### config.mk
export PLATFORM = sky130hd
export DESIGN_NAME = ipr_ctrl
export DESIGN_NICKNAME = d
export VERILOG_FILES = /design/src/ipr_pkg.sv /design/src/ipr_ctrl.sv
export SDC_FILE = /design/constraint.sdc
export NUM_CORES = 1
export LEC_CHECK = 0
export ABC_CLOCK_PERIOD_IN_PS = 21300
export BUFFER_PORTS_ARGS = -buffer_cell sky130_fd_sc_hd__buf_2
export CAP_MARGIN = 20
export CORE_ASPECT_RATIO = 1.2
export CORE_MARGIN = 3
export CORE_UTILIZATION = 50
export CTS_BUF_LIST = sky130_fd_sc_hd__clkbuf_4
export CTS_CLUSTER_DIAMETER = 40
export DETAILED_ROUTE_END_ITERATION = 10
export PLACE_DENSITY = 0.74
export SYNTH_ARGS = -nofsm -noshare
export SYNTH_HDL_FRONTEND = slang
export SYNTH_SLANG_ARGS = --single-unit
### constraint.sdc
create_clock -name clk -period 21.3 [get_ports clk]
set_clock_uncertainty 0.15 [all_clocks]
set_input_delay 1.065 -clock clk [delete_from_list [all_inputs] [get_ports clk]]
set_output_delay 1.065 -clock clk [all_outputs]
set_load 0.01 [all_outputs]
### src/ipr_pkg.sv
// Constants, register map and state type of the interrupt priority block
package ipr_pkg;

    // ------------------------------------------------------------
    // Sizes
    // ------------------------------------------------------------
    localparam int NUM_SRC   = 18;
    localparam int NUM_WORDS = 5;

    // ------------------------------------------------------------
    // Register offsets
    // ------------------------------------------------------------
    localparam logic [7:0] OFF_PRIO0  = 8'h00;
    localparam logic [7:0] OFF_PRIO1  = 8'h04;
    localparam logic [7:0] OFF_PRIO2  = 8'h08;
    localparam logic [7:0] OFF_PRIO3  = 8'h0C;
    localparam logic [7:0] OFF_PRIO4  = 8'h10;
    localparam logic [7:0] OFF_ENABLE = 8'h14;
    localparam logic [7:0] OFF_PEND   = 8'h18;
    localparam logic [7:0] OFF_STATUS = 8'h1C;

    // ------------------------------------------------------------
    // Status word field positions
    // ------------------------------------------------------------
    localparam int STAT_LVL_LSB   = 0;
    localparam int STAT_SRC_LSB   = 4;
    localparam int STAT_VALID_BIT = 15;

    // ------------------------------------------------------------
    // Priority word layout
    // ------------------------------------------------------------
    // Implemented bits per word
    localparam logic [NUM_WORDS-1:0][15:0] PRIO_MASK = {
        16'h7077, 16'h0777, 16'h7777, 16'h7777, 16'h7777};
    // Field msb set, lower two clear
    localparam logic [NUM_WORDS-1:0][15:0] PRIO_RST = {
        16'h4044, 16'h0444, 16'h4444, 16'h4444, 16'h4444};
    // Source order: timer1 outcmp1 incap1 ext0 timer2 outcmp2 incap2 xfer0
    // serial1_rx sync_ev sync_err timer3 xfer1 converter1 serial1_tx
    // pin_change twi1_master twi1_slave
    localparam logic [NUM_SRC-1:0][2:0] SRC_WORD = {
        3'h4, 3'h4, 3'h4, 3'h3, 3'h3, 3'h3,
        3'h2, 3'h2, 3'h2, 3'h2, 3'h1, 3'h1,
        3'h1, 3'h1, 3'h0, 3'h0, 3'h0, 3'h0};
    localparam logic [NUM_SRC-1:0][3:0] SRC_LSB = {
        4'h0, 4'h4, 4'hC, 4'h0, 4'h4, 4'h8,
        4'h0, 4'h4, 4'h8, 4'hC, 4'h0, 4'h4,
        4'h8, 4'hC, 4'h0, 4'h4, 4'h8, 4'hC};

    // ------------------------------------------------------------
    // State
    // ------------------------------------------------------------
    typedef struct packed {
        logic [NUM_WORDS-1:0][15:0] prio;
        logic [NUM_SRC-1:0]         en;
        logic                       rdy;
        logic                       err;
        logic [31:0]                rdata;
        logic                       valid;
        logic [4:0]                 src;
        logic [2:0]                 lvl;
    } ipr_state_s;

    localparam ipr_state_s IPR_RST = '{
        prio:  PRIO_RST,
        en:    '0,
        rdy:   1'b0,
        err:   1'b0,
        rdata: 32'h0,
        valid: 1'b0,
        src:   5'h00,
        lvl:   3'h0};

endpackage

### src/ipr_ctrl.sv
// Interrupt priority words 0 to 4 with enable gating and APB access
`timescale 1ns/10ps
module ipr_ctrl
    import ipr_pkg::*;
#(
    parameter int ADDR_W = 8
) (
    input  wire logic               clk,
    input  wire logic               nrst,
    input  wire logic               psel,
    input  wire logic               penable,
    input  wire logic               pwrite,
    input  wire logic [ADDR_W-1:0]  paddr,
    input  wire logic [31:0]        pwdata,
    input  wire logic [3:0]         pstrb,
    output logic                    pready,
    output logic [31:0]             prdata,
    output logic                    pslverr,
    input  wire logic [NUM_SRC-1:0] irq_req,
    output logic                    irq_valid,
    output logic [4:0]              irq_source,
    output logic [2:0]              irq_level
);

    // ------------------------------------------------------------
    // State and helpers
    // ------------------------------------------------------------
    ipr_state_s                 st_q;
    ipr_state_s                 st_d;
    logic [NUM_SRC-1:0][2:0]    lvls;
    logic [NUM_SRC-1:0]         pend;
    logic [2:0]                 best_lvl;
    logic [4:0]                 best_src;
    logic [7:0]                 addr8;
    logic                       setup;
    logic                       done;
    logic                       hit_prio;
    logic [2:0]                 widx;
    logic [15:0]                bmask;
    logic [15:0]                wnew;

    // Upper address bits beyond the map make the access unmapped
    assign addr8 = paddr[7:0];
    assign setup = psel & ~penable;
    assign done  = psel & penable & st_q.rdy;
    assign bmask = {{8{pstrb[1]}}, {8{pstrb[0]}}};

    // ------------------------------------------------------------
    // Next state
    // ------------------------------------------------------------
    always_comb begin
        st_d     = st_q;
        hit_prio = (addr8[1:0] == 2'h0) && (addr8 <= OFF_PRIO4)
                   && (paddr[ADDR_W-1:5] == '0);
        widx     = addr8[4:2];
        wnew     = 16'h0000;

        // Field extraction, code maps straight to level
        for (int s = 0; s < NUM_SRC; s++) begin
            lvls[s] = st_q.prio[SRC_WORD[s]][SRC_LSB[s] +: 3];
            // Zero code or cleared enable keeps a source out
            pend[s] = irq_req[s] & st_q.en[s] & (lvls[s] != 3'h0);
        end

        // Strict compare: ties go to the lowest source number
        best_lvl = 3'h0;
        best_src = 5'h00;
        for (int s = 0; s < NUM_SRC; s++) begin
            if (pend[s] && (lvls[s] > best_lvl)) begin
                best_lvl = lvls[s];
                best_src = 5'(s);
            end
        end
        st_d.valid = (best_lvl != 3'h0);
        st_d.src   = best_src;
        st_d.lvl   = best_lvl;

        // Read data is captured in the setup cycle, so prdata is a flop
        if (setup) begin
            st_d.rdy   = 1'b1;
            st_d.err   = 1'b0;
            st_d.rdata = 32'h0;
            if (hit_prio) begin
                st_d.rdata[15:0] = st_q.prio[widx] & PRIO_MASK[widx];
            end else if (paddr[ADDR_W-1:5] != '0) begin
                st_d.err = 1'b1;
            end else begin
                unique case (addr8)
                    OFF_ENABLE: begin
                        st_d.rdata[NUM_SRC-1:0] = st_q.en;
                    end
                    OFF_PEND: begin
                        st_d.rdata[NUM_SRC-1:0] = pend;
                    end
                    OFF_STATUS: begin
                        st_d.rdata[STAT_LVL_LSB +: 3] = st_q.lvl;
                        st_d.rdata[STAT_SRC_LSB +: 5] = st_q.src;
                        st_d.rdata[STAT_VALID_BIT]    = st_q.valid;
                    end
                    default: begin
                        st_d.err = 1'b1;
                    end
                endcase
            end
        end else if (done) begin
            st_d.rdy = 1'b0;
            // Writes land at the completing edge, unimplemented bits dropped
            if (pwrite && !st_q.err) begin
                if (hit_prio) begin
                    wnew = (st_q.prio[widx] & ~bmask) | (pwdata[15:0] & bmask);
                    st_d.prio[widx] = wnew & PRIO_MASK[widx];
                end else if (addr8 == OFF_ENABLE) begin
                    for (int b = 0; b < NUM_SRC; b++) begin
                        if (pstrb[b/8]) begin
                            st_d.en[b] = pwdata[b];
                        end
                    end
                end
            end
        end
    end

    // ------------------------------------------------------------
    // State register
    // ------------------------------------------------------------
    always_ff @(posedge clk) begin
        if (!nrst) begin
            st_q <= IPR_RST;
        end else begin
            st_q <= st_d;
        end
    end

    // ------------------------------------------------------------
    // Outputs
    // ------------------------------------------------------------
    assign pready     = st_q.rdy;
    assign prdata     = st_q.rdata;
    assign pslverr    = st_q.err & st_q.rdy;
    assign irq_valid  = st_q.valid;
    assign irq_source = st_q.src;
    assign irq_level  = st_q.lvl;

    // Checked source by source: a moving index under $past reads the wrong field
    for (genvar g = 0; g < NUM_SRC; g++) begin : g_src

    end
endmodule // ipr_ctrl

### Yosys cells after proc, flatten, opt, wreduce, memory -nomap -nowiden

Memory sizes are Yosys's and may differ from the RTL's.
Cells that the tools add are included.

| storage, ports and cells | value |
|---|---|
| bits of input ports | 67 |
| bits in read-only memories | 128 |
| word-level logic and storage cells | 197 |
| output and inout bits | 43 |
| register bits after elaboration | 127 |
| memories | 1 |

| cells by class | value |
|---|---|
| mux-type cells | 55 |
| eq/ne operators | 3 |
| bitwise logic cells | 50 |
| $lt $le $gt $ge | 21 |
| reductions and logical operators | 52 |

Memory list:

| name | words | bits a word | read ports | clocked after memory_dff | write ports | RTL line | source |
|---|---|---|---|---|---|---|---|
| (name not given) | 8 | 16 | 1 | 0 | 0 | ipr_ctrl.sv:111 | `st_d.prio[widx] = wnew & PRIO_MASK[widx];` |

Operator list:

| cell | count |
|---|---|
| $bwmux W80 | 1 |
| $mux W5 | 16 |
| $and A16 B16 Y16 | 4 |
| $mux W16 | 4 |
| $reduce_bool A3 Y1 | 20 |
| $mux W3 | 18 |
| $gt A3 B3 Y1 | 17 |
| $bmux W16 S3 | 1 |
| $demux W16 S3 | 1 |
| $and A1 B1 Y1 | 40 |
| $eq A8 B5 Y1 const B | 3 |
| $logic_and A1 B1 Y1 | 22 |
| $mux W18 | 1 |
| $reduce_and A6 Y1 | 3 |
| $not A16 Y16 | 1 |
| $or A16 B16 Y16 | 1 |
| $pmux W5 S3 | 1 |
| $pmux W6 S2 | 1 |
| $pmux W3 S3 | 1 |
| $le A8 B5 Y1 const B | 1 |
| $mux W1 | 6 |
| $reduce_or A3 Y1 | 2 |
| $lt A3 B4 Y1 const B | 1 |
| $not A1 Y1 | 4 |
| other kinds (11) | 11 |

### Depth between registers and ports, before layout

Gate-level depths: netlist of run 1.

| logic depth | value |
|---|---|
| depth after elaboration | 56 |
| mapped depth | 116 |
| mapped depth without buffers | 116 |

### Least setup slack after synthesis of run 1

OpenSTA, ideal clock, no wires.

| timing | value |
|---|---|
| path kind | in2reg |
| from | input port irq_req[0] |
| to | register st_q, in the netlist irq_source[3] |
| arrival | 20544 ps |
| setup time | 140 ps |
| required time | 21010 ps |
| stages | 114 |
| path slack | 466 ps |
| path buffers | 0 |
| cells stage by stage | nand3_1 > ha_1 > and3b_1 > o21ai_1 > nor2_1 > mux2_2 > ha_1 > nor2_1 > o211ai_1 > a211oi_1 > a31oi_1 > nor2_1 > nor2_1 > ha_1 > or2_2 > a221oi_1 > a211oi_1 > nor2_1 > [... 78 more ...] > nand2_1 > nand2_1 > ha_1 > inv_1 > a21o_1 > a21oi_1 > a311oi_1 > nor2_1 > a221oi_2 > inv_1 > ha_1 > inv_1 > a21o_1 > a21oi_1 > a311oi_1 > nor2_1 > nand2_1 > a41oi_1 |

| on the way | value |
|---|---|
| longest elaborated chain between the ends | 55 |
| elaborated cells between the ends (all ways) | 68 |
| those cells by class | 17 x order compare; 30 x mux; 2 x bitwise; 19 x reduce/logical |

Ends and longest elaborated chain:

| element | RTL line | source |
|---|---|---|
| from (decl) | ipr_ctrl.sv:19 | `input wire logic [NUM_SRC-1:0] irq_req,` |
| $and A1 B1 Y1 (*) (2 in a row) | ipr_ctrl.sv:62 | `pend[s] = irq_req[s] & st_q.en[s] & (lvls[s] != 3'h0);` |
| $logic_and A1 B1 Y1 (*) | ipr_ctrl.sv:69 | `if (pend[s] && (lvls[s] > best_lvl)) begin` |
| $mux W3 (*) | ipr_ctrl.sv:69 |  |
| $gt A3 B3 Y1 | ipr_ctrl.sv:69 |  |
| $logic_and A1 B1 Y1 | ipr_ctrl.sv:69 |  |
| $mux W3 (*) | ipr_ctrl.sv:69 |  |
| $gt A3 B3 Y1 | ipr_ctrl.sv:69 |  |
| $logic_and A1 B1 Y1 | ipr_ctrl.sv:69 |  |
| [... 38 more ...] | -- |  |
| $logic_and A1 B1 Y1 | ipr_ctrl.sv:69 |  |
| $mux W3 | ipr_ctrl.sv:69 |  |
| $gt A3 B3 Y1 | ipr_ctrl.sv:69 |  |
| $logic_and A1 B1 Y1 | ipr_ctrl.sv:69 |  |
| $mux W3 | ipr_ctrl.sv:69 |  |
| $gt A3 B3 Y1 | ipr_ctrl.sv:69 |  |
| $logic_and A1 B1 Y1 | ipr_ctrl.sv:69 |  |
| $reduce_or A3 Y1 (no source line) | -- |  |
| to (signal assigned) | ipr_ctrl.sv:130 | `st_q <= st_d;` |
| to (decl) | ipr_ctrl.sv:28 | `ipr_state_s st_q;` |

Mark *: on every way between the ends. The rest lies on a longest branch, timed or not.
A chain may end at the register's enable or synchronous reset.

### Final worst setup path of run 1

| timing | value |
|---|---|
| from | input port irq_req[0] |
| to | register st_q, in the netlist irq_level[2] |

| on the way | value |
|---|---|
| longest elaborated chain between the ends | 55 |

Ends and longest elaborated chain:

| element | RTL line |
|---|---|
| $and A1 B1 Y1 (*) (2 in a row) | ipr_ctrl.sv:62 |
| $logic_and A1 B1 Y1 (*) | ipr_ctrl.sv:69 |
| $mux W3 (*) | ipr_ctrl.sv:69 |
| $gt A3 B3 Y1 | ipr_ctrl.sv:69 |
| $logic_and A1 B1 Y1 | ipr_ctrl.sv:69 |
| $mux W3 (*) | ipr_ctrl.sv:69 |
| $gt A3 B3 Y1 | ipr_ctrl.sv:69 |
| $logic_and A1 B1 Y1 | ipr_ctrl.sv:69 |
| [... 38 more ...] | -- |
| $logic_and A1 B1 Y1 | ipr_ctrl.sv:69 |
| $mux W3 (*) | ipr_ctrl.sv:69 |
| $gt A3 B3 Y1 | ipr_ctrl.sv:69 |
| $logic_and A1 B1 Y1 | ipr_ctrl.sv:69 |
| $mux W3 (*) | ipr_ctrl.sv:69 |
| $gt A3 B3 Y1 | ipr_ctrl.sv:69 |
| $logic_and A1 B1 Y1 | ipr_ctrl.sv:69 |
| $mux W3 (*) | ipr_ctrl.sv:69 |

Marks and branches as above.

==> summary.txt, run 1 <==
Final layout
  – Register area: 2082 sq um
  – Nets: 1113
  – Area taken by multi-input logic gates: ~5300 sq um
  – Final Cell Area: 8672 sq um
  – Finished Layout Cells: 1229
  – Layout area overhead: 14.88%
  – Layout cells sized above 1: 23.54%
  – Fillers: 1358

Timing
  – Worst rel slew slack: 36.25%
  – Tmin final: 20420 ps
  – Max-slew violation count: 0
  – Final Hold Viols: 0
  – TNS Setup: 0 ps
  – Endpoints failing setup: 0
  – Period utilization: 95.85%
  – Hold Slack: 326.8 ps
  – Fmax: 48.98 MHz
  – Slew @ Worst Pin: about 940 ps

Floorplanning
  – Row cnt: 48
  – Io pins: between 100 and 150
  – Die height: 140.6 microns
  – Die ar.: 16610 sq um
  – Initial core utilization: about 52%
  – Die width: between 100 and 150 microns
  – Core area: 14590 sq um

Yosys
  – Ys async rst share: 0%
  – Synth top area share: 27.58%
  – Top cell type by total area after synthesis: dfxtp_1
  – Synth Instances: 948
  – Number of synthesized flops with an enable pin: 0
  – Netlist cell types: 84
  – Syn_area_per_cell: 7.963 sq um
  – Synth warn: 0
  – Yosys reg bits: 104
  – Prevailing post-synth register cell: dfxtp_1
  – Register area share after synthesis: 27.58%
  – Synthesized cell area: 7548 sq um
  – Top cells by area, synth: dfxtp_1 28%, mux2i_1 5.6%, nand2_1 4.9%, buf_4 4.1%, ha_1 3.8%

Routing
  – WL per Instance: 20.08 microns
  – Average via count per standard cell: 6.358
  – Pre-Repair DR Iteration Count: 6
  – Final WL: 24680 microns
  – Via count: around 8000
  – Final ANT Viol Nets: 0
  – DRT iter0 DRCs: 980
  – # DRC: 0

Clocking
  – Worst skew pair latency: 460 ps
  – CTS clk-pin slew, worst paths: 170 ps
  – TritonCTS clock tree: yes
  – Clk sinks: 104
  – Hold buffers post-CTS: 0
  – Cts bufs inserted: 9
  – H-tree Lvls: 3
  – Clk buf depth: 2
  – Root Buffer: clkbuf_4

Setup path
  – R2R cell count: 115
  – CP Launch Type: input port
  – Crit path largest cell delay: 440 ps
  – Worst EP required: 21530 ps
  – R2r startpoint: st_q[43]
  – Worst reg2reg path endpoint: irq_level[2]
  – Cell with the largest stage delay on the worst path: a2111o_1
  – Category of the most critical setup path: input port to register
  – Crit path from: irq_req[0]
  – Reg2Reg Setup Slack: between 1000 and 1500 ps
  – Critical path arrival: 20640 ps
  – Worst Path Max Fanout: 7
  – CP endpoint kind: register
  – Most common cell on crit path: ha_1
  – Worst Setup EP: irq_level[2]

Power and ir drop
  – Power Density: 37.80 nW/um^2
  – Leak Pwr: 0.003623 uW
  – Max VDD drop: roughly 0.000023 V
  – PnR Total Power: 327.8 uW

Global routing
  – Total GRT Usage: about 28%
  – GRT busiest layer: met2
  – Largest net degree at the start of global routing: 104
  – Grt met2 use: 45.95%
  – GRT overflow: 0
  – Met3 Use GR: 3.852%
  – Global-route wire length before repair: 38080 microns
  – Initial antenna violation count: 1
  – Vias in the first global route: 7075
  – Grt met1 use: 37.15%

Placement
  – Placed cell areas: 8099 sq um
  – Placed insts: 1200
  – # port buffers: 80
  – DPL Wire Length: 18500 microns
  – GPL Wtd Cong: 0.9050

Job
  – Max-cap violations: 0

Worst hold path
  – Hold crit path type: register to register

Run status
  – Status: finished, final reports clean
==> metrics by stage <==
step	worst slack (ps)	util, %
floorplan	465.9	-
global route	-308.9	59.42
detailed placement	-286.1	55.50
global placement	-128.3	55.50
CTS	137.8	56.46
finish	884.7	59.42
==> cells by family after synthesis <==
family	share of synthesized area, %
and+or+nand+nor	24.37
AOI/OAI and AO/OA	25.77
buffers and inverters	8.039
DFF	27.58
muxes	10.24
adders and majority gates	3.945
other	0.04968
==> registers in the layout, indices dropped and copies added, names as in the netlist <==
name        cells
irq_level       3
irq_source      5
irq_valid       1
lvls           54
prdata         18
pready          1
st_q           22
==> cells in the mapped netlist, types with 20 or more instances <==
cell and instances:
and2_1 32, nor3_1 20, o211ai_1 23, nor2_1 72, nor2b_1 45, nand2_1 99, buf_4 41, mux2i_1 42
o21ai_0 47, dfxtp_1 104, a21oi_1 44, ha_1 23, nand3_1 39, clkbuf_1 38, inv_1 35
==> metal layers <==
layer  up-vias  share of wire, %
met5         -                 0
met4         0               5.1
met3        87               7.7
met2       422                47
met1      3673                41
li1       3632                 -
==> power by group <==
part	internal [uW]	total (uW)	switching [uW]
clock	37.8	106	68.5
sequential	195	196	0.424
combinational	8.81	25.9	17.1
total	242	328	86.1
==> layout make-up <==
class | count | area share [%]
antenna | 1 | 0.02886
clock buffer | 10 | 0.8657
clock inverter | 6 | 0.7503
inverter | 36 | 1.558
multi-input combinational | 737 | 60.55
sequential | 104 | 24.01
tap | 200 | 2.886
timing repair buffer | 135 | 9.349
==> cells in the final DEF (no fill, tap or decap), types with 5 or more instances in the layout <==
cell      synthesis  final
mux2_2            6      5
dfxtp_1         104    104
o21ai_0          47     45
nor3_1           20     19
a22oi_1          12     11
nand3_1          39     36
o221ai_1          7      5
inv_1            35     35
o21ai_1           6      6
ha_4              0      6
mux2i_1          42     42
nor2_1           72     61
clkbuf_4          0     10
a21o_1            6      6
a21oi_1          44     39
and2_1           32     30
buf_4            41     54
a211oi_2          2      5
o311ai_0         16     15
a22o_1            7      7
o311a_1           6      6
and3_1           16     16
nand2_1          99     99
o211ai_1         23     23
ha_1             23     17
nor2_2            2     12
a21boi_0          9      9
a21oi_2           0      5
mux4_2           12     12
nor2b_1          45     45
nand2b_1         10     10
nor4_1            7      6
buf_2             1     81
conb_1            1     14
a31oi_1           8      6
nand4_1           8      8
==> worst min-delay path by stage <==
stage | depth (start not counted) | from | endpoint
6_report | 2 | prdata[11] | prdata[11]
5_1_grt | 1 | st_q[122] | st_q[122]
4_1_cts | 2 | prdata[11] | prdata[11]
3_5_place_dp | 2 | prdata[11] | prdata[11]
3_3_place_gp | 2 | prdata[11] | prdata[11]
2_1_floorplan | 2 | prdata[11] | prdata[11]
==> critical path: cells and delay by family <==
family / cells / cell delay [ps]
AO/OA/AOI/OAI: 46 / 8560
multiplexers: 3 / 830
adder cells (fa/ha/maj): 18 / 4900
buffers and inverters: 13 / 1470
AND/OR/NAND/NOR: 36 / 3800
==> what timing repair did <==
action / in CTS / in global routing
buffers inserted: 0 / 11
resized for setup: 0 / 66
hold endpoints to repair: 0 / 0
setup endpoints to repair: 0 / 9
Power figures use the tool's default switching activity.
==> run 2: changes to the inputs <==
--- a/config.mk
+++ b/config.mk
@@ -11,7 +11,7 @@
 export CORE_ASPECT_RATIO = 1.2
 export CORE_MARGIN = 3
 export CORE_UTILIZATION = 50
-export CTS_BUF_LIST = sky130_fd_sc_hd__clkbuf_4
+export CTS_BUF_LIST = sky130_fd_sc_hd__clkbuf_8
 export CTS_CLUSTER_DIAMETER = 40
 export DETAILED_ROUTE_END_ITERATION = 10
 export PLACE_DENSITY = 0.74
==> run 2 against run 1 <==
Net effect: non-clock buffer count increased by 1; clock-buffer cell count stayed put; sequential power hardly changed; first-iteration DRC count is 2.4% higher; largest cell class unchanged; design area up 1.2%.
==> summary.txt, run 2 (same netlist as run 1, synthesis figures left out) <==
Final layout
  – Layout cells sized above 1: 24.10% (+0.56 points)
  – Most frequent cells in the layout: 104 x dfxtp_1, 98 x nand2_1, 80 x buf_2
  – Fillers: 1342 (-1.2%)
  – Ant. Diodes: 0 (-1)
  – Most common cell after layout, fill and taps aside: dfxtp_1
  – Nets: 1114 (+0.090%)
  – Max reg flops: 54 (unchanged)
  – Post-route core utilization: 60.15% (+0.73 points)
  – Finished Layout Cells: 1229 (unchanged)
  – Layout area overhead: 16.29%

Floorplanning
  – Die ar.: 16610 sq um (unchanged)
  – Row cnt: 48 (unchanged)
  – Die height: 140.6 microns (unchanged)
  – Io pins: 110 (unchanged)
  – Die width: 118.2 microns (unchanged)
  – Core area: 14590 sq um (unchanged)
  – Initial core utilization: 51.72% (unchanged)

Timing
  – Worst rel slew slack: 36.01% (-0.24 points)
  – Fmax: 48.87 MHz (-0.22%)
  – Period utilization: 96.06% (+0.21 points)
  – Hold Slack: 319.8 ps (-7.014 ps)
  – Final Hold Viols: 0 (unchanged)
  – Slew @ Worst Pin: 947.8 ps (+3.529 ps)
  – Endpoints failing setup: 0 (unchanged)
  – Tmin final: 20460 ps (+45.46 ps)
  – Max-slew violation count: 0 (unchanged)
  – Setup ws final: 839.2 ps (-45.46 ps)

Routing
  – DRT iter0 DRCs: 1004 (+2.4%)
  – Final ANT Viol Nets: 0 (unchanged)
  – Final WL: 24710 microns (+0.14%)
  – # DRC: 0 (unchanged)
  – Average via count per standard cell: 6.292 (-1.0%)
  – WL per Instance: 20.11 microns (+0.14%)
  – Pre-Repair DR Iteration Count: 6 (unchanged)
  – Via count: 7733 (-1.0%)

Setup path
  – Cell with the largest stage delay on the worst path: a2111o_1
  – WP buf/inv: 12 (-1)
  – R2r startpoint: st_q[43]
  – Category of the most critical setup path: input port to register
  – Worst Path Max Fanout: 7 (unchanged)
  – Crit path from: irq_req[0]
  – CP endpoint kind: register
  – CP Launch Type: input port
  – Worst EP required: 21430 ps (-100 ps)
  – Crit path largest cell delay: 440 ps (about the same)
  – Critical path arrival: 20590 ps (-50 ps)
  – CP delay by family, top: compound AO/OA/AOI/OAI gates
  – Most common cell on crit path: ha_1

Placement
  – DPL Wire Length: 18500 microns (unchanged)
  – Placed insts: 1200 (unchanged)
  – GPL Wtd Cong: 0.9050 (unchanged)
  – # port buffers: 80 (unchanged)
  – Worst setup slack after placement: -286.1 ps (unchanged)

Clocking
  – Clk buf depth: 2 (unchanged)
  – Hold buffers post-CTS: 0 (unchanged)
  – H-tree Lvls: 3 (unchanged)
  – TritonCTS clock tree: yes
  – Cts bufs inserted: 9 (unchanged)
  – CTS clk-pin slew, worst paths: 110 ps (-60 ps)
  – Root Buffer: clkbuf_8
  – Worst skew pair latency: 380 ps (-80 ps)
  – Clk sinks: 104 (unchanged)

Power and ir drop
  – Power Density: 39.87 nW/um^2 (+5.5%)
  – P_int: 261.7 uW (+8.3%)
  – Clk network pwr share: 36.8% (+4.4 points)
  – Switching pwr: 88.27 uW (+2.6%)
  – Max VDD drop: 0.00002874 V (+27%)
  – Combinational share of power: 7.4% (-0.5 points)
  – Sw frac: 25.22% (-1.0 points)
  – Sequential share of power: 55.8% (-3.9 points)
  – Leak Pwr: 0.003658 uW (+0.98%)
  – PnR Total Power: 350.0 uW (+6.8%)

Run status
  – Status: finished, final reports clean

Global routing
  – Global-route wire length before repair: 38160 microns (+0.22%)
  – Vias in the first global route: 7058 (-0.24%)
  – Initial antenna violation count: 0 (-1)
  – Largest net degree at the start of global routing: 104 (unchanged)
  – GRT overflow: 0 (unchanged)
  – Total GRT Usage: 28.54% (+0.068 points)

Job
  – Max-cap violations: 0 (unchanged)

Worst hold path
  – HP Start: prdata[11]
  – Hold crit path type: register to register
## run 2: changes by cell type in the layout (fill, tap and decap cells not counted), sizes merged
cell    previous run  this run
diode              1         0
clkinv             4         3
inv               37        38
clkbuf            10        11
## run 2: worst paths after layout
check                      end  cells past startpoint  slack, ps
setup / recovery  irq_level[2]                    117        840
hold / removal      prdata[11]                      2        320
setup reg to reg  irq_level[2]                    116       1140
hold reg to reg     prdata[11]                      2        320
## run 2: timing repair
item	4_1_cts	5_1_grt
setup endpoints to repair	0	9
gates resized for setup	0	75
endpoints found under the hold margin	0	0
buffers inserted	0	12
## run 2: tightest hold or removal path: stages, from the launching register on
cell and delay [ps]:
dfxtp_1 320, nand2_1 50, a21boi_0 60
## run 2: power by group through the flow
stage,sequential [uW],clock (uW),combinational (uW)
after global routing,195,139,27.4
final,195,129,25.9
after floorplan,200,0,15.7
after global placement,200,0,24.9
after detailed placement,200,0,25.0
after CTS,195,129,25.0
## run 2: layer usage
layer / global-route usage [%] / routed length, microns / vias up
met1: 37.18 / 9972 / 3657
met3: 4.334 / 1928 / 78
met2: 46.19 / 11530 / 375
met5: 0 / 0 / -
met4: 14.32 / 1276 / 0
li1: - / - / 3623
## run 2: stage by stage
stage	area [sq um]	TNS (ps)
3_3_place_gp	8099	-375.0
5_1_grt	8778	-2367
4_1_cts	8302	0
6_report	8778	0
3_5_place_dp	8099	-1960
2_1_floorplan	7597	0
## run 2: area by class of cell
class | instances | area [sq um] | area share [%]
tap | 200 | 250.2 | 2.851
timing repair buffer | 136 | 820.8 | 9.350
clock inverter | 6 | 65.06 | 0.7412
sequential | 104 | 2082 | 23.72
inverter | 36 | 135.1 | 1.539
multi-input combinational | 737 | 5288 | 60.23
clock buffer | 10 | 137.6 | 1.568
==> run 3: changes to the inputs <==
--- a/config.mk
+++ b/config.mk
@@ -14,7 +14,9 @@
 export CTS_BUF_LIST = sky130_fd_sc_hd__clkbuf_8
 export CTS_CLUSTER_DIAMETER = 40
 export DETAILED_ROUTE_END_ITERATION = 10
+export MAX_ROUTING_LAYER = met4
 export PLACE_DENSITY = 0.74
+export REMOVE_ABC_BUFFERS = 1
 export SYNTH_ARGS = -nofsm -noshare
 export SYNTH_HDL_FRONTEND = slang
 export SYNTH_SLANG_ARGS = --single-unit
==> run 3 against run 2 <==
Net effect: setup slack worse by 35 ps; maximum frequency decreased by 0.17%; first-iteration DRC count fell by 7.8%; final cell count is 0.49% lower; utilization up 0.14 points; register-to-register slack worse by 110 ps; total power shrank 0.14%; die area stayed put; sequential power barely moved; critical path type unchanged.
==> summary.txt, run 3 (same netlist as run 1, synthesis figures left out) <==
Timing
  – Final Hold Viols: 0 (unchanged)
  – Tmin final: 20500 ps (+35.32 ps)
  – Endpoints failing setup: 0 (unchanged)
  – Hold Slack: 322.9 ps (+3.176 ps)
  – Slew @ Worst Pin: 905.0 ps (-42.87 ps)
  – Period utilization: 96.23% (+0.17 points)
  – Max-slew violation count: 0 (unchanged)
  – Fmax: 48.79 MHz (-0.17%)
  – Worst rel slew slack: 38.90% (+2.9 points)

Routing
  – Average via count per standard cell: 6.384 (+1.5%)
  – WL per Instance: 20.42 microns (+1.6%)
  – DRT iter0 DRCs: 926 (-7.8%)
  – Final ANT Viol Nets: 0 (unchanged)
  – Via count: 7808 (+0.97%)
  – # DRC: 0 (unchanged)
  – Final WL: 24980 microns (+1.1%)
  – Pre-Repair DR Iteration Count: 5 (-1)

Worst hold path
  – HP Start: prdata[11]
  – Worst Hold Depth: 2 (unchanged)
  – Hold Path End: prdata[11]
  – Hold crit path type: register to register

Power and ir drop
  – Leak Pwr: 0.003632 uW (-0.69%)
  – Max VDD drop: 0.00002581 V (-10%)
  – Power Density: 39.73 nW/um^2 (-0.37%)

Floorplanning
  – Core area: 14590 sq um (unchanged)
  – Die height: 140.6 microns (unchanged)
  – Die width: 118.2 microns (unchanged)
  – Row cnt: 48 (unchanged)
  – Io pins: 110 (unchanged)
  – Initial core utilization: 51.72% (unchanged)
  – Die ar.: 16610 sq um (unchanged)

Final layout
  – Layout area overhead: 16.56%
  – Most frequent cells in the layout: 104 x dfxtp_1, 96 x nand2_1, 79 x buf_2
  – Fillers: 1288 (-4.0%)
  – Layout cells sized above 1: 24.24% (+0.14 points)
  – Ant. Diodes: 0 (unchanged)
  – Most common cell after layout, fill and taps aside: dfxtp_1
  – Max reg flops: 54 (unchanged)
  – Nets: 1108 (-0.54%)
  – Post-route core utilization: 60.29% (+0.14 points)

Setup path
  – Most common cell on crit path: ha_1
  – CP endpoint kind: register
  – Cell with the largest stage delay on the worst path: a2111o_1
  – Worst EP required: 21440 ps (about the same)
  – Reg2Reg Setup Slack: 1030 ps (-110 ps)
  – Worst Path Max Fanout: 8 (+1)
  – R2R cell count: 115 (-0.86%)
  – Critical path arrival: 20630 ps (+40 ps)
  – Crit path largest cell delay: 420 ps (-20 ps)
  – R2r startpoint: st_q[43]
  – Worst reg2reg path endpoint: irq_level[2]
  – CP Launch Type: input port
  – Category of the most critical setup path: input port to register

Global routing
  – Global-route wire length before repair: 38200 microns (about the same)
  – Vias in the first global route: 7049 (-0.13%)
  – Total GRT Usage: 29.30% (+0.76 points)
  – Largest net degree at the start of global routing: 104 (unchanged)
  – GRT overflow: 0 (unchanged)
  – Initial antenna violation count: 0 (unchanged)

Placement
  – # port buffers: 80 (unchanged)
  – DPL Wire Length: 18360 microns (-0.77%)
  – GPL Wtd Cong: 0.9951 (+10%)

Clocking
  – Clk sinks: 104 (unchanged)
  – Worst skew pair latency: 380 ps (about the same)
  – Clk buf depth: 2 (unchanged)
  – Root Buffer: clkbuf_8
  – H-tree Lvls: 3 (unchanged)
  – CTS clk-pin slew, worst paths: 100 ps (about the same)
  – TritonCTS clock tree: yes
  – Cts bufs inserted: 9 (unchanged)
  – Hold buffers post-CTS: 0 (unchanged)

Run status
  – Status: finished, final reports clean

Job
  – Max-cap violations: 0 (unchanged)
run 3: cell count changes in the layout (fill, tap and decap cells not counted), sizes merged:
cell      before  now
clkinv         3    4
clkinvlp       0    2
buf          135  129
clkbuf        11   10
inv           38   36
run 3: final cells by class:
type | instances | area [sq um] | share of cell area, %
tap | 200 | 250.2 | 2.844
sequential | 104 | 2082 | 23.66
multi-input combinational | 737 | 5348 | 60.78
timing repair buffer | 130 | 779.5 | 8.860
clock inverter | 7 | 80.08 | 0.9101
inverter | 36 | 135.1 | 1.536
clock buffer | 9 | 123.9 | 1.408
run 3: repair_timing:
action                     4_1_cts  5_1_grt
setup buffers                    0       15
hold endpoints to repair         0        0
resized for setup                0       87
setup endpoints to repair        0        9
run 3: stage by stage:
stage / cell area [sq um] / worst slack, ps / power [uW] / instances / TNS (ps)
final: 8798 / 803.9 / 349.5 / 1223 / 0
after global placement: 8031 / -6.825 / 224.5 / 1191 / -6.825
after floorplan: 7126 / 470.2 / 209.0 / 877 / 0
after detailed placement: 8031 / -244.2 / 224.6 / 1191 / -943.1
after CTS: 8235 / 30.32 / 349.6 / 1207 / 0
after global routing: 8798 / -305.2 / 360.1 / 1223 / -2289
run 3: report_power, final:
part | internal [uW] | leakage, uW | switching (uW)
clock | 55.3 | 0.0000960 | 72.9
combinational | 8.93 | 0.00270 | 17.2
sequential | 195 | 0.000839 | 0.419
total | 259 | 0.00363 | 90.5
run 3: worst max-delay path by stage:
stage	from	slack, ps	endpoint	cells after the start
6_report	irq_req[0]	800	irq_level[2]	116
4_1_cts	irq_req[0]	30	irq_source[3]	113
3_3_place_gp	irq_req[0]	-7	irq_source[3]	113
2_1_floorplan	irq_req[0]	470	irq_source[3]	114
5_1_grt	irq_req[0]	-310	irq_source[2]	117
3_5_place_dp	irq_req[0]	-240	irq_source[3]	112
run 3: worst max-delay path: cells and delay by family:
family	cells	cell delay, ps
AO/OA/AOI/OAI	45	8170
buffers and inverters	11	1180
AND/OR/NAND/NOR	39	4610
adder cells (fa/ha/maj)	18	4710
multiplexers	3	840
run 3: per-layer routing:
metal  vias to the layer above  part of all wire [%]  track usage (%)
li1                       3614                     -                -
met1                      3703                    40            36.63
met2                       411                    47            46.82
met3                        80                   7.0            2.889
met4                         0                   5.5            15.99
met5                         -                     0                -
